===== config.mk =====
export PLATFORM = sky130hd
export DESIGN_NAME = asc_axis_stop
export DESIGN_NICKNAME = d
export VERILOG_FILES = /design/src/core/asc_pkg.sv /design/src/core/asc_edge_det.sv /design/src/core/asc_decel_timer.sv /design/src/core/asc_axis_stop.sv
export SDC_FILE = /design/constraint.sdc
export NUM_CORES = 1
export LEC_CHECK = 0
export ABC_AREA = 1
export BUFFER_PORTS_ARGS = -buffer_cell sky130_fd_sc_hd__buf_4
export CAP_MARGIN = 10
export CORE_MARGIN = 2
export CORE_UTILIZATION = 45
export DETAILED_ROUTE_END_ITERATION = 6
export PLACE_DENSITY = 0.8
export RECOVER_POWER = 50
export REMOVE_ABC_BUFFERS = 1
export SYNTH_ARGS = -nofsm -noshare
export SYNTH_HDL_FRONTEND = slang
export SYNTH_SLANG_ARGS = --single-unit

===== constraint.sdc =====
create_clock -name sys_clk_i -period 1.6 [get_ports sys_clk_i]
set_input_delay 0.16 -clock sys_clk_i [delete_from_list [all_inputs] [get_ports sys_clk_i]]
set_output_delay 0.16 -clock sys_clk_i [all_outputs]
set_load 0.03 [all_outputs]

===== src/core/asc_pkg.sv =====
// Package of constants and types for the axis stop command logic
package asc_pkg;
	// ==========================================
	// Control types of an axis
	typedef enum logic [2:0] {
		asc_ctl_idle_type,
		asc_ctl_position_type,
		asc_ctl_speed_type,
		asc_ctl_jog_type,
		asc_ctl_fixed_stop_type,
		asc_ctl_manual_pulse_type,
		asc_ctl_home_return_type,
		asc_ctl_speed_torque_type
	} asc_ctl_type;
	// ==========================================
	// Control type codes at the mode input
	localparam logic [2:0] ASC_MODE_IDLE = 3'h0;
	localparam logic [2:0] ASC_MODE_POSITION = 3'h1;
	localparam logic [2:0] ASC_MODE_SPEED = 3'h2;
	localparam logic [2:0] ASC_MODE_JOG = 3'h3;
	localparam logic [2:0] ASC_MODE_FIXED_STOP = 3'h4;
	localparam logic [2:0] ASC_MODE_MANUAL_PULSE = 3'h5;
	localparam logic [2:0] ASC_MODE_HOME_RETURN = 3'h6;
	localparam logic [2:0] ASC_MODE_SPEED_TORQUE = 3'h7;
	// ==========================================
	// Error codes and reset values
	localparam logic [15:0] ASC_ERR_HOME_STOP = 16'h00ca;
	localparam logic [15:0] ASC_ERR_NONE = 16'h0000;
	localparam logic [15:0] ASC_SPEED_ZERO = 16'h0000;
	localparam int ASC_ERR_W = 16;
	localparam int ASC_SPEED_W = 16;
	localparam int ASC_DECEL_W = 16;
endpackage


===== src/core/asc_edge_det.sv =====
// Rising edge detector for one command bit
`timescale 1ns/1ps
module asc_edge_det (
	// Clock and reset
	input wire logic sys_clk_i,
	input wire logic rst_n_i,
	input wire logic ce_i,
	// Level and edge
	input wire logic level_i,
	output logic rise_o
);
	logic prev;
	// ==========================================
	// Previous-cycle sample
	always_ff @(posedge sys_clk_i or negedge rst_n_i) begin
		if (!rst_n_i) begin
			prev <= 1'b0;
		end else if (ce_i) begin
			prev <= level_i;
		end
	end
	// Edge is the current sample high against a low previous one
	assign rise_o = level_i & ~prev;
endmodule


===== src/core/asc_decel_timer.sv =====
// Deceleration ramp countdown for one axis
`timescale 1ns/1ps
module asc_decel_timer #(
	parameter int W = 16
) (
	// Clock and reset
	input wire logic sys_clk_i,
	input wire logic rst_n_i,
	input wire logic ce_i,
	// Control
	input wire logic load_i,
	input wire logic [W-1:0] time_i,
	input wire logic abort_i,
	output logic busy_o,
	output logic done_o
);
	logic [W-1:0] count;
	// ==========================================
	// A load while counting is ignored so a running ramp stays unchanged
	always_ff @(posedge sys_clk_i or negedge rst_n_i) begin
		if (!rst_n_i) begin
			count <= '0;
			busy_o <= 1'b0;
			done_o <= 1'b0;
		end else if (ce_i) begin
			done_o <= 1'b0;
			if (abort_i) begin
				count <= '0;
				busy_o <= 1'b0;
			end else if (load_i && !busy_o) begin
				count <= time_i;
				busy_o <= 1'b1;
			end else if (busy_o) begin
				if (count == '0) begin
					busy_o <= 1'b0;
					done_o <= 1'b1;
				end else begin
					count <= count - W'(1);
				end
			end
		end
	end
endmodule


===== src/core/asc_axis_stop.sv =====
// Per-axis stop and rapid stop command handling
// ==========================================
`timescale 1ns/1ps
module asc_axis_stop
	import asc_pkg::*;
#(
	parameter int DECEL_W = ASC_DECEL_W,
	parameter int SPEED_W = ASC_SPEED_W
) (
	// Clock, reset, enable
	input wire logic sys_clk_i,
	input wire logic rst_n_i,
	input wire logic ce_i,
	// Command bits from the command source
	input wire logic axis_stop_cmd_bit_i,
	input wire logic axis_rapid_halt_cmd_bit_i,
	// Start request and its mode
	input wire logic start_req_i,
	input wire logic [2:0] start_mode_i,
	input wire logic [DECEL_W-1:0] decel_time_i,
	input wire logic [DECEL_W-1:0] param_decel_time_i,
	// Motion status from the profile logic
	input wire logic motion_end_i,
	input wire logic dwell_i,
	input wire logic dwell_end_i,
	input wire logic zero_speed_i,
	input wire logic [SPEED_W-1:0] speed_cmd_i,
	input wire logic err_clear_i,
	// Status
	output logic axis_start_accept_flag_o,
	output logic axis_position_done_flag_o,
	output logic [ASC_ERR_W-1:0] axis_minor_error_word_o,
	output logic [SPEED_W-1:0] speed_cmd_o,
	output logic decel_active_o,
	output logic rapid_halt_o,
	output logic start_refused_o,
	output logic [2:0] ctl_mode_o
);
	// ==========================================
	// Signals
	asc_ctl_type ctl;
	asc_ctl_type next_ctl;
	logic stop_rise;
	logic rapid_rise;
	logic stopping_st;
	logic next_stopping_st;
	logic decel_busy;
	logic decel_done;
	logic decel_load;
	logic [DECEL_W-1:0] decel_sel;
	logic ramp_mode;
	logic running;
	logic start_ok;
	logic start_block;
	logic stop_take;
	logic dwell_end_take;
	logic start_refuse;
	logic rapid_take;
	logic pulse_halt;
	logic torque_stop;
	logic ramp_stop;
	logic home_stop;
	logic torque_end;
	logic ramp_end;
	logic plain_end;
	logic go_idle;
	logic speed_pass;

	// Decode of the mode code into a control type, used at start
	function automatic asc_ctl_type mode_decode(input logic [2:0] m);
		unique case (m)
			ASC_MODE_IDLE: mode_decode = asc_ctl_idle_type;
			ASC_MODE_POSITION: mode_decode = asc_ctl_position_type;
			ASC_MODE_SPEED: mode_decode = asc_ctl_speed_type;
			ASC_MODE_JOG: mode_decode = asc_ctl_jog_type;
			ASC_MODE_FIXED_STOP: mode_decode = asc_ctl_fixed_stop_type;
			ASC_MODE_MANUAL_PULSE: mode_decode = asc_ctl_manual_pulse_type;
			ASC_MODE_HOME_RETURN: mode_decode = asc_ctl_home_return_type;
			ASC_MODE_SPEED_TORQUE: mode_decode = asc_ctl_speed_torque_type;
		endcase
	endfunction

	// Mode back to its code for the status output
	function automatic logic [2:0] mode_encode(input asc_ctl_type c);
		unique case (c)
			asc_ctl_idle_type: mode_encode = ASC_MODE_IDLE;
			asc_ctl_position_type: mode_encode = ASC_MODE_POSITION;
			asc_ctl_speed_type: mode_encode = ASC_MODE_SPEED;
			asc_ctl_jog_type: mode_encode = ASC_MODE_JOG;
			asc_ctl_fixed_stop_type: mode_encode = ASC_MODE_FIXED_STOP;
			asc_ctl_manual_pulse_type: mode_encode = ASC_MODE_MANUAL_PULSE;
			asc_ctl_home_return_type: mode_encode = ASC_MODE_HOME_RETURN;
			asc_ctl_speed_torque_type: mode_encode = ASC_MODE_SPEED_TORQUE;
		endcase
	endfunction

	// ==========================================
	// Edge detection of the command bits
	// Command bits come from logic on this clock, so no synchroniser
	asc_edge_det u_stop_edge (
		.sys_clk_i(sys_clk_i),
		.rst_n_i(rst_n_i),
		.ce_i(ce_i),
		.level_i(axis_stop_cmd_bit_i),
		.rise_o(stop_rise)
	);
	asc_edge_det u_rapid_edge (
		.sys_clk_i(sys_clk_i),
		.rst_n_i(rst_n_i),
		.ce_i(ce_i),
		.level_i(axis_rapid_halt_cmd_bit_i),
		.rise_o(rapid_rise)
	);

	// ==========================================
	// Deceleration ramp
	asc_decel_timer #(
		.W(DECEL_W)
	) u_decel (
		.sys_clk_i(sys_clk_i),
		.rst_n_i(rst_n_i),
		.ce_i(ce_i),
		.load_i(decel_load),
		.time_i(decel_sel),
		.abort_i(rapid_rise),
		.busy_o(decel_busy),
		.done_o(decel_done)
	);

	// ==========================================
	// Decoding of the stop action
	assign running = (ctl != asc_ctl_idle_type);
	// A held command bit blocks a start; a level, not an edge
	assign start_block = axis_stop_cmd_bit_i | axis_rapid_halt_cmd_bit_i;
	assign start_ok = start_req_i & ~running & ~start_block;
	assign start_refuse = start_req_i & ~running & start_block;
	// Rapid stop only matters on a moving axis; on an idle one it is dropped
	assign rapid_take = rapid_rise & running;
	// Stops in a dwell are dropped
	assign stop_take = stop_rise & running & ~dwell_i & ~stopping_st;
	assign dwell_end_take = dwell_end_i & running;
	assign ramp_mode = (ctl == asc_ctl_position_type) | (ctl == asc_ctl_speed_type)
		| (ctl == asc_ctl_jog_type) | (ctl == asc_ctl_fixed_stop_type)
		| (ctl == asc_ctl_home_return_type);
	assign decel_load = stop_take & ramp_mode & ~rapid_rise;
	// Home return always uses the parameter block time
	assign decel_sel = (ctl == asc_ctl_home_return_type) ? param_decel_time_i
		: decel_time_i;

	// ==========================================
	// Stop actions per control type
	assign pulse_halt = stop_take & (ctl == asc_ctl_manual_pulse_type);
	assign torque_stop = stop_take & (ctl == asc_ctl_speed_torque_type);
	assign ramp_stop = stop_take & ramp_mode;
	assign home_stop = stop_take & (ctl == asc_ctl_home_return_type) & ~rapid_rise;
	// Zero speed is only trusted once the torque stop has zeroed the command
	assign torque_end = stopping_st & (ctl == asc_ctl_speed_torque_type) & zero_speed_i;
	assign ramp_end = stopping_st & decel_done;
	// A motion end input is ignored while a stop is in progress; a dwell end still ends motion
	assign plain_end = dwell_end_take | (motion_end_i & ~stopping_st);
	// Leaving motion by any path drops the start-accept flag
	assign go_idle = running & (next_ctl == asc_ctl_idle_type);
	assign speed_pass = (next_ctl == asc_ctl_speed_torque_type) & ~next_stopping_st;

	// ==========================================
	// Next control type and stopping state
	// Priority: start, rapid stop, stop by type, stop completion, normal end
	always_comb begin
		next_ctl = ctl;
		next_stopping_st = stopping_st;
		if (start_ok) begin
			next_ctl = mode_decode(start_mode_i);
			next_stopping_st = 1'b0;
		end else if (rapid_take) begin
			// Rapid stop overrides any mode and any ramp in progress
			next_ctl = asc_ctl_idle_type;
			next_stopping_st = 1'b0;
		end else if (pulse_halt) begin
			next_ctl = asc_ctl_idle_type;
		end else if (torque_stop) begin
			next_stopping_st = 1'b1;
		end else if (ramp_stop) begin
			next_stopping_st = 1'b1;
		end else if (torque_end) begin
			// Zero speed ends the torque stop, and the axis goes straight to idle
			next_ctl = asc_ctl_idle_type;
			next_stopping_st = 1'b0;
		end else if (ramp_end) begin
			next_ctl = asc_ctl_idle_type;
			next_stopping_st = 1'b0;
		end else if (plain_end) begin
			next_ctl = asc_ctl_idle_type;
		end
	end

	// ==========================================
	// Control state
	always_ff @(posedge sys_clk_i or negedge rst_n_i) begin
		if (!rst_n_i) begin
			ctl <= asc_ctl_idle_type;
			stopping_st <= 1'b0;
		end else if (ce_i) begin
			ctl <= next_ctl;
			stopping_st <= next_stopping_st;
		end
	end

	// ==========================================
	// Start accept flag
	// Cleared whenever a running axis returns to idle, whatever the cause
	always_ff @(posedge sys_clk_i or negedge rst_n_i) begin
		if (!rst_n_i) begin
			axis_start_accept_flag_o <= 1'b0;
		end else if (ce_i) begin
			if (start_ok) begin
				axis_start_accept_flag_o <= 1'b1;
			end else if (dwell_end_take) begin
				axis_start_accept_flag_o <= 1'b0;
			end else if (go_idle) begin
				axis_start_accept_flag_o <= 1'b0;
			end
		end
	end

	// ==========================================
	// Positioning complete flag
	// Only a dwell end sets it, even one during a stop; a stop that ends the motion leaves it clear
	always_ff @(posedge sys_clk_i or negedge rst_n_i) begin
		if (!rst_n_i) begin
			axis_position_done_flag_o <= 1'b0;
		end else if (ce_i) begin
			if (start_ok) begin
				axis_position_done_flag_o <= 1'b0;
			end else if (dwell_end_take) begin
				axis_position_done_flag_o <= 1'b1;
			end
		end
	end

	// ==========================================
	// Minor error word; the set wins over a clear in the same cycle
	always_ff @(posedge sys_clk_i or negedge rst_n_i) begin
		if (!rst_n_i) begin
			axis_minor_error_word_o <= ASC_ERR_NONE;
		end else if (ce_i) begin
			if (home_stop) begin
				axis_minor_error_word_o <= ASC_ERR_HOME_STOP;
			end else if (err_clear_i) begin
				axis_minor_error_word_o <= ASC_ERR_NONE;
			end
		end
	end

	// ==========================================
	// Speed command to the amplifier
	// Zero is held while a torque-mode stop waits for zero speed
	always_ff @(posedge sys_clk_i or negedge rst_n_i) begin
		if (!rst_n_i) begin
			speed_cmd_o <= ASC_SPEED_ZERO;
		end else if (ce_i) begin
			if (speed_pass) begin
				speed_cmd_o <= speed_cmd_i;
			end else begin
				speed_cmd_o <= ASC_SPEED_ZERO;
			end
		end
	end

	// ==========================================
	// Stop processing status, a copy of the stopping state
	always_ff @(posedge sys_clk_i or negedge rst_n_i) begin
		if (!rst_n_i) begin
			decel_active_o <= 1'b0;
		end else if (ce_i) begin
			decel_active_o <= next_stopping_st;
		end
	end

	// ==========================================
	// One-cycle event outputs
	// Rewritten every enabled cycle, so each pulse falls by itself
	always_ff @(posedge sys_clk_i or negedge rst_n_i) begin
		if (!rst_n_i) begin
			rapid_halt_o <= 1'b0;
			start_refused_o <= 1'b0;
		end else if (ce_i) begin
			rapid_halt_o <= rapid_take;
			start_refused_o <= start_refuse;
		end
	end

	// ==========================================
	// Control type code for the status output
	always_ff @(posedge sys_clk_i or negedge rst_n_i) begin
		if (!rst_n_i) begin
			ctl_mode_o <= ASC_MODE_IDLE;
		end else if (ce_i) begin
			ctl_mode_o <= mode_encode(next_ctl);
		end
	end
endmodule


==> results of run 1 <==
logic make-up after synthesis:
group / after synthesis
XOR/XNOR: 9
adder cells (fa/ha/maj): 1
buffers and inverters: 59
other: 1
AO/OA/AOI/OAI: 44
flip-flops: 45
AND/OR/NAND/NOR: 246
layer usage:
| metal | part of all wire (%) | GRT usage [%] |
|---|---|---|
| met4 | 2.3 | 5.132 |
| met5 | 0 | 0 |
| met1 | 39 | 27.89 |
| met3 | 6.5 | 4.946 |
| met2 | 52 | 42.62 |
synthesized netlist by cell type, types with 5 or more instances:
| master | n |
|---|---|
| sky130_fd_sc_hd__nand2_1 | 136 |
| sky130_fd_sc_hd__nor2_1 | 52 |
| sky130_fd_sc_hd__dfrtp_1 | 45 |
| sky130_fd_sc_hd__o21ai_0 | 29 |
| sky130_fd_sc_hd__inv_1 | 26 |
| sky130_fd_sc_hd__nand3_1 | 23 |
| sky130_fd_sc_hd__buf_4 | 17 |
| sky130_fd_sc_hd__nand3b_1 | 16 |
| sky130_fd_sc_hd__xor2_1 | 9 |
| sky130_fd_sc_hd__clkbuf_1 | 6 |
| sky130_fd_sc_hd__nor3_1 | 5 |
| sky130_fd_sc_hd__o211ai_1 | 5 |
layout make-up:
class / instances / area [um^2]
repair inverters: 1 / 6.256
clock buffers: 5 / 68.82
inverters: 30 / 117.6
repair buffers: 157 / 1246
fillers: 482 / 1862
clock inverters: 3 / 28.78
well taps: 77 / 96.34
flip-flops and latches: 45 / 1129
multi-input cells: 312 / 1687
worst max-delay path by stage:
| stage | cells after the start | end | slack (ns) |
|---|---|---|---|
| 3_3_place_gp | 10 | u_decel.count[3]$_DFFE_PN0P_ | -0.27 |
| 2_1_floorplan | 9 | u_decel.count[3]$_DFFE_PN0P_ | -0.43 |
| 4_1_cts | 12 | speed_cmd_o[12]$_DFFE_PN0P_ | -0.16 |
| 5_1_grt | 9 | speed_cmd_o[12]$_DFFE_PN0P_ | -0.32 |
| 6_report | 9 | speed_cmd_o[12]$_DFFE_PN0P_ | -0.26 |
| 3_5_place_dp | 10 | u_decel.count[5]$_DFFE_PN0P_ | -0.38 |
worst max-delay path, cell delays in order (launching register included):
cell,delay (ns)
sky130_fd_sc_hd__dfrtp_1,0.45
sky130_fd_sc_hd__nor3_4,0.25
sky130_fd_sc_hd__nand2_2,0.11
sky130_fd_sc_hd__nor3_4,0.28
sky130_fd_sc_hd__buf_4,0.18
sky130_fd_sc_hd__nand2_4,0.06
sky130_fd_sc_hd__a21oi_4,0.15
sky130_fd_sc_hd__buf_6,0.16
sky130_fd_sc_hd__nand3b_1,0.09
sky130_fd_sc_hd__nand2_1,0.08
where the power goes:
part,internal [W],switching [W]
clock network,0.000330,0.000455
logic,0.00177,0.00185
registers,0.00136,0.000233
total,0.00346,0.00254
metrics by stage:
step                worst slack (ns)  TNS, ns  std cells  area, um^2
global placement             -0.2652   -6.473        598        3859
global route                 -0.3155   -9.573        630        4379
CTS                          -0.1563   -3.742        624        4267
floorplan                    -0.4322   -9.286        387        2706
finish                       -0.2577   -6.977        630        4379
detailed placement           -0.3763   -8.736        598        3859
timing repair:
action	in CTS	in global routing
pin swaps	10	28
buffers inserted	16	11
gates cloned	2	1
resized for setup	42	44
hold buffers	1	0
endpoints found under the setup margin	35	39
hold endpoints to repair	45	0
==> Implementation_results.wiki, run 1 <==
{| class="wikitable"
! Metric !! Value
|-
| Reported max-cap violation count || 0
|-
| Share of cell area taken by muxes after synthesis || 0%
|-
| Clock sink count || 45
|-
| Leakage power || ~2.4 nW
|-
| Maximum clock frequency || 0.5383 GHz
|-
| Input/output buffers || 89
|-
| Core Box Area || 6241 um^2
|-
| Starting DRC count in detailed routing || between 100 and 150
|-
| Die Span Y || about 84 um
|-
| Total Die Area || between 7000 and 8000 um^2
|-
| Worst Path Class, Setup || register to register
|-
| Unrepaired setup endpoints after global routing || yes
|-
| Cells after Synth || between 400 and 500
|-
| First-pass GRT wire length || 13440 um
|-
| Standard-cell row count || 29
|-
| Worst Min Path Start || speed_cmd_i[1]
|-
| Ports || between 100 and 150
|-
| Leading cell types in the layout, fill and taps excluded || sky130_fd_sc_hd__buf_4 (144), sky130_fd_sc_hd__nand2_1 (113), sky130_fd_sc_hd__nor2_1 (46)
|-
| Root Buffer || sky130_fd_sc_hd__clkbuf_8
|-
| Vias per std cell || around 5.0
|-
| Initial Utilization || a little under half
|-
| Number of cell instances on the worst register-to-register path || 9
|-
| Detailed Routing Iterations Pass 1 || 4
|-
| Registers with the most flip-flops || speed_cmd_o x16, u_decel.count x16, ctl x3
|-
| Wire length per cell after detailed routing || 13.97 um
|-
| Startpoint of the worst-slack reg-to-reg timing path || ctl[1]$_DFFE_PN0P_
|-
| Worst slew margin relative to its limit || 26.62%
|-
| Post-layout min period || between 1.5 and 2 ns
|-
| Detailed-placement wirelength estimate || 5499 um
|-
| Clock latency at the later pin of the worst-skew pair || 0.31 ns
|-
| # setup viols final || 34
|-
| Worst-case hold path end point || speed_cmd_o[1]$_DFFE_PN0P_
|-
| Worst-case clock buffer depth || 2
|-
| Largest fanout on the critical path || 8
|-
| Share of the synthesized area in the top cell type || about two fifths
|-
| Number of flops mapped to enable cells by yosys || 0
|-
| Register clock-pin slew on the reported worst setup and hold paths || about 0.1 ns
|-
| Critical register-to-register path endpoint || speed_cmd_o[12]$_DFFE_PN0P_
|-
| Global-route usage over all layers || about a quarter
|-
| Post-synthesis adder-cell area fraction || less than 1%
|-
| Part of the Yosys area used for sequential elements || approximately two fifths
|-
| Min setup slack post-route || -0.2577 ns
|-
| Hold Crit Depth || 4
|-
| Share of final-layout standard cells stronger than drive strength 1 || between 40% and 50%
|-
| Residual DRC || 0
|-
| Residual antenna-violating net count after detailed routing || 0
|-
| NumNets Final || 615
|-
| Status || finished with violations
|-
| CP Launch Point || ctl[1]$_DFFE_PN0P_
|-
| Total number of vias || 3160
|-
| Synth-to-layout area growth || 53.24%
|-
| Total Power || between 0.006 and 0.007 W
|-
| Proportion of synthesized flip-flops having asynchronous set or reset || 100.0%
|-
| Mean post-synth cell area || just over 7 um^2
|-
| Compound-gate portion of the synthesized area || between 9 and 10%
|-
| Synth Warn # || 0
|-
| Horiz. Die Dim || between 80 and 90 um
|-
| # H-tree levels || 2
|-
| Worst IR drop on VDD || roughly 0.0008 V
|-
| Required time of the critical path || between 1.5 and 2 ns
|-
| Number of buffers inserted during clock tree synthesis || 5
|-
| Simple-Gate Fraction of Synth Area || around 37%
|-
| Total count of hold-check failures in the final report || 0
|-
| Biggest area contributors in the synthesized netlist || sky130_fd_sc_hd__dfrtp_1 (39%), sky130_fd_sc_hd__nand2_1 (18%), sky130_fd_sc_hd__nor2_1 (6.8%), sky130_fd_sc_hd__o21ai_0 (5.1%), sky130_fd_sc_hd__buf_4 (4.5%)
|-
| Failing checks || setup timing
|-
| Max Transition Viols Final || 0
|-
| Post-route fraction of the period consumed by the critical path || 116.1%
|-
| Congestion Overflow GR || 0
|-
| CTS tree || done
|-
| Path category of the worst min-delay check || primary input to register
|-
| Data arrival time of the worst path || 2.11 ns
|-
| Clock skew after layout || roughly 0.009 ns
|-
| WHS || ~0.15 ns
|-
| Prevailing post-synth register cell || sky130_fd_sc_hd__dfrtp_1
|-
| Initial antenna violation count || 0
|-
| Final weighted congestion in routability-driven placement || about 0.86
|-
| Maximum number of pins on one net before global-route repair || between 40 and 50
|-
| Via count of the first global-routing pass || between 2000 and 3000
|-
| Antenna diode count || 0
|-
| Critical Path Source Type || register
|-
| Final Util || a little over two thirds
|-
| Most area-hungry cell type in the Yosys netlist || sky130_fd_sc_hd__dfrtp_1
|-
| Largest family of logic cells by synthesized area || simple AND/OR/NAND/NOR gates
|-
| Pwr per Cell Area || approximately 1400 nW/um^2
|-
| Routed WL || 8804 um
|-
| Seq cells post-synth || between 40 and 50
|-
| Commonest non-fill, non-tap cell in the layout || sky130_fd_sc_hd__buf_4
|-
| Slew at the pin closest to its max-slew limit || ~1.1 ns
|-
| Number of different library cells in the post-synthesis netlist || 33
|-
| Endpoint kind of the worst setup timing path || register
|-
| Mapped Area || 2858 um^2
|-
| Synth Area in XOR/XNOR || under 10%
|-
| Register-to-Register Setup Slack || -0.26 ns
|}
Power figures use the tool's default switching activity.
==> run 2, diff against run 1 <==
CORE_UTILIZATION = 46   (was 45)
PLACE_DENSITY = 0.81   (was 0.8)
SYNTH_HIERARCHICAL = 1   (was not set)
==> Implementation_results.wiki, run 2 <==
{| class="wikitable"
! Metric !! Value
|-
| Endpoint kind of the worst setup timing path || register (unchanged)
|-
| Startpoint of the worst-slack reg-to-reg timing path || ctl[1]$_DFFE_PN0P_ (unchanged)
|-
| Registers with the most flip-flops || speed_cmd_o x16, u_decel/count x16, ctl x3 (was speed_cmd_o x16, u_decel.count x16, ctl x3)
|-
| Clock sink count || 45 (unchanged)
|-
| Starting DRC count in detailed routing || 281 (was 113)
|-
| Antenna diode count || 0 (unchanged)
|-
| Root Buffer || sky130_fd_sc_hd__clkbuf_8 (unchanged)
|-
| Maximum number of pins on one net before global-route repair || 46 (unchanged)
|-
| Worst Path Class, Setup || register to register (unchanged)
|-
| Input/output buffers || 89 (unchanged)
|-
| Data arrival time of the worst path || 1.93 ns (was 2.11 ns)
|-
| Sequence of cells on the critical path || nor2_2, nand2_2, buf_4, nand2_2, nand2_2, nor2_4, and2_4, a21oi_4, buf_12, nand4_1, nand2_1 (was nor3_4, nand2_2, nor3_4, buf_4, nand2_4, a21oi_4, buf_6, nand3b_1, nand2_1)
|-
| Residual antenna-violating net count after detailed routing || 0 (unchanged)
|-
| Synth Warn # || 6 (was 0)
|-
| Worst IR drop on VDD || 0.0006280 V (was 0.0008000 V)
|-
| CTS tree || done (unchanged)
|-
| Number of buffers inserted during clock tree synthesis || 5 (unchanged)
|-
| First-pass GRT wire length || 14640 um (was 13440 um)
|-
| Maximum clock frequency || 0.5776 GHz (was 0.5383 GHz)
|-
| Worst slew margin relative to its limit || 21.06% (was 26.62%)
|-
| Post-layout min period || 1.731 ns (was 1.858 ns)
|-
| Min setup slack post-route || -0.1314 ns (was -0.2577 ns)
|-
| Initial antenna violation count || 0 (unchanged)
|-
| NumNets Final || 675 (was 615)
|-
| Pre-CTS WS || -0.1334 ns (was -0.3763 ns)
|-
| Reported max-cap violation count || 0 (unchanged)
|-
| Most area-hungry cell type in the Yosys netlist || sky130_fd_sc_hd__dfrtp_1 (unchanged)
|-
| Via count of the first global-routing pass || 3365 (was 2991)
|-
| Ports || 102 (unchanged)
|-
| Leakage power || 2.639 nW (was 2.438 nW)
|-
| Standard-cell row count || 29 (unchanged)
|-
| Number of flops mapped to enable cells by yosys || 0 (unchanged)
|-
| Crit path top cell by count || sky130_fd_sc_hd__nand2_2 (was sky130_fd_sc_hd__nor3_4)
|-
| Congestion Overflow GR || 0 (unchanged)
|-
| Failing checks || setup timing (unchanged)
|-
| CP Launch Point || ctl[1]$_DFFE_PN0P_ (unchanged)
|-
| Total Power || 0.005899 W (was 0.006002 W)
|-
| Detailed-placement wirelength estimate || 6226 um (was 5499 um)
|-
| Clock latency at the later pin of the worst-skew pair || 0.31 ns (about the same)
|-
| Final weighted congestion in routability-driven placement || 0.9478 (was 0.8605)
|-
| Routed WL || 9378 um (was 8804 um)
|-
| Largest fanout on the critical path || 16 (was 8)
|-
| Residual DRC || 0 (unchanged)
|-
| Worst-case clock buffer depth || 2 (unchanged)
|-
| Cell with the most instances after synthesis || sky130_fd_sc_hd__nand2_1 (unchanged)
|-
| Family with the most delay on the worst path || simple AND/OR/NAND/NOR gates (unchanged)
|-
| Total buffers and inverters traversed by the critical path || 2 (unchanged)
|-
| Die Span Y || 86.03 um (was 83.69 um)
|-
| Part of the Yosys area used for sequential elements || 36.38% (was 39.40%)
|-
| Cells after Synth || 482 (was 405)
|-
| Vias per std cell || 5.132 (was 5.016)
|-
| Commonest non-fill, non-tap cell in the layout || sky130_fd_sc_hd__nand2_1 (was sky130_fd_sc_hd__buf_4)
|-
| Initial Utilization || 48.20% (was 45.79%)
|-
| Seq cells post-synth || 45 (unchanged)
|-
| Leading cell types in the layout, fill and taps excluded || sky130_fd_sc_hd__nand2_1 (220), sky130_fd_sc_hd__buf_4 (124), sky130_fd_sc_hd__dfrtp_1 (45) (was sky130_fd_sc_hd__buf_4 (144), sky130_fd_sc_hd__nand2_1 (113), sky130_fd_sc_hd__nor2_1 (46))
|-
| Synth Area in XOR/XNOR || 0.5659% (was 2.758%)
|-
| Number of different library cells in the post-synthesis netlist || 33 (unchanged)
|-
| Layout filler cell count || 516 (was 482)
|-
| Worst Min Path Start || axis_rapid_halt_cmd_bit_i (was speed_cmd_i[1])
|-
| Proportion of synthesized flip-flops having asynchronous set or reset || 100.0% (unchanged)
|-
| Simple-Gate Fraction of Synth Area || 45.59% (was 37.48%)
|-
| Number of cells on the critical path || 11 (was 9)
|-
| Compound-gate portion of the synthesized area || 4.487% (was 9.107%)
|-
| Global-route usage over all layers || 24.59% (was 23.25%)
|-
| Slew at the pin closest to its max-slew limit || 1.184 ns (was 1.101 ns)
|-
| Total number of vias || 3541 (was 3160)
|-
| Clock skew after layout || 0.007564 ns (was 0.009202 ns)
|-
| Post-route fraction of the period consumed by the critical path || 108.2% (was 116.1%)
|-
| Final Util || 69.61% (was 70.17%)
|-
| # H-tree levels || 2 (unchanged)
|-
| Mean post-synth cell area || 6.422 um^2 (was 7.056 um^2)
|-
| Core Box Area || 6422 um^2 (was 6241 um^2)
|-
| Share of final-layout standard cells stronger than drive strength 1 || 32.63% (was 41.05%)
|-
| Hold Crit Depth || 3 (was 4)
|-
| Post-synthesis adder-cell area fraction || 0.4042% (was 0.4378%)
|-
| Critical path's slowest cell || sky130_fd_sc_hd__dfrtp_1 (unchanged)
|-
| Wire length per cell after detailed routing || 13.59 um (was 13.97 um)
|-
| Synth-to-layout area growth || 44.42% (was 53.24%)
|-
| Total count of hold-check failures in the final report || 0 (unchanged)
|-
| Detailed Routing Iterations Pass 1 || 5 (was 4)
|-
| Critical Path Source Type || register (unchanged)
|-
| Biggest area contributors in the synthesized netlist || sky130_fd_sc_hd__dfrtp_1 (36%), sky130_fd_sc_hd__nand2_1 (28%), sky130_fd_sc_hd__inv_1 (5.5%), sky130_fd_sc_hd__nor2_1 (5.0%), sky130_fd_sc_hd__nand3_1 (4.2%) (was sky130_fd_sc_hd__dfrtp_1 (39%), sky130_fd_sc_hd__nand2_1 (18%), sky130_fd_sc_hd__nor2_1 (6.8%), sky130_fd_sc_hd__o21ai_0 (5.1%), sky130_fd_sc_hd__buf_4 (4.5%))
|-
| Largest incremental delay on the critical path || 0.42 ns (was 0.45 ns)
|-
| # setup viols final || 35 (was 34)
|-
| Prevailing post-synth register cell || sky130_fd_sc_hd__dfrtp_1 (unchanged)
|-
| Share of the synthesized area in the top cell type || 36.38% (was 39.40%)
|-
| Total Die Area || 7401 um^2 (was 7004 um^2)
|-
| Unrepaired setup endpoints after global routing || yes (unchanged)
|-
| Status || finished with violations (unchanged)
|-
| Path category of the worst min-delay check || primary input to register (unchanged)
|-
| Required time of the critical path || 1.80 ns (was 1.85 ns)
|-
| Largest family of logic cells by synthesized area || simple AND/OR/NAND/NOR gates (unchanged)
|-
| Horiz. Die Dim || 86.03 um (was 83.69 um)
|-
| Top post-synthesis cells by count || sky130_fd_sc_hd__nand2_1 (229), sky130_fd_sc_hd__dfrtp_1 (45), sky130_fd_sc_hd__inv_1 (45) (was sky130_fd_sc_hd__nand2_1 (136), sky130_fd_sc_hd__nor2_1 (52), sky130_fd_sc_hd__dfrtp_1 (45))
|-
| Register clock-pin slew on the reported worst setup and hold paths || 0.09 ns (was 0.10 ns)
|-
| Number of cell instances on the worst register-to-register path || 11 (was 9)
|-
| Share of cell area taken by muxes after synthesis || 0% (unchanged)
|-
| Mapped Area || 3095 um^2 (was 2858 um^2)
|-
| Pwr per Cell Area || 1320 nW/um^2 (was 1371 nW/um^2)
|-
| Max Transition Viols Final || 0 (unchanged)
|}
==> run 2: final timing paths <==
| check | endpoint | slack, ns |
|---|---|---|
| hold / removal | u_rapid_edge/prev$_DFFE_PN0P_ | 0.07 |
| setup reg to reg | speed_cmd_o[3]$_DFFE_PN0P_ | -0.13 |
| max in group asynchronous | u_decel/count[0]$_DFFE_PN0P_ | 0.26 |
| min in group asynchronous | u_decel/count[14]$_DFFE_PN0P_ | 0.62 |
| setup / recovery | speed_cmd_o[3]$_DFFE_PN0P_ | -0.13 |
| hold reg to reg | speed_cmd_o[12]$_DFFE_PN0P_ | 0.49 |
==> run 2: cells by family (layout without fill, tap and decap cells) <==
family / Yosys count / in the layout
adders and majority gates: 1 / 1
and+or+nand+nor: 335 / 335
other: 1 / 12
xor gates and xnor gates: 2 / 2
buffers and inverters: 78 / 198
AOI/OAI and AO/OA: 20 / 20
DFF: 45 / 45
==> run 2: worst register-to-register path: cells and delay by family (launching register included) <==
family	cells	cell delay [ns]
simple gates	8	0.86
buf+inv	2	0.29
compound gates	1	0.04
flops	1	0.42
==> run 2: routing by layer <==
layer	GRT usage [%]	share of wire, %	up-vias
met2	43.34	52	139
li1	-	-	1714
met1	28.88	40	1671
met3	5.197	6.3	17
met4	10.10	1.7	0
met5	0	0	-
==> run 2: through the flow <==
stage | cell area [um^2] | TNS (ns) | hold slack (ns) | std cells
after floorplan | 2935 | -12.60 | -0.1356 | 464
after global placement | 4058 | -1.700 | 0.1989 | 671
after detailed placement | 4058 | -3.445 | 0.2078 | 671
after CTS | 4352 | -2.478 | 0.07120 | 686
after global routing | 4471 | -7.137 | 0.07642 | 690
final | 4471 | -3.230 | 0.07428 | 690
==> run 2: area by class of cell <==
cell class	count	area, um^2	share of cell area (%)
Multi-Input combinational cell	370	1764	39.46
Timing Repair Buffer	141	1175	26.28
Sequential cell	45	1126	25.19
Inverter	49	192.7	4.310
Tap cell	77	96.34	2.155
Clock buffer	7	86.33	1.931
Clock inverter	1	30.03	0.6717
==> run 2: power breakdown <==
part           switching [W]  internal, W  total [W]  leakage [nW]
Combinational        0.00207      0.00141    0.00348          1.97
Sequential          0.000163      0.00133    0.00149         0.609
Clock               0.000420     0.000510   0.000930        0.0585
Total                0.00265      0.00325    0.00590          2.64
==> run 2: timing repair <==
item | in CTS | in global routing
endpoints found under the hold margin | 45 | 0
endpoints found under the setup margin | 34 | 37
gates resized for setup | 26 | 27
hold buffers | 1 | 0
buffers inserted | 6 | 5
pin swaps | 9 | 4
cloned | 1 | 0
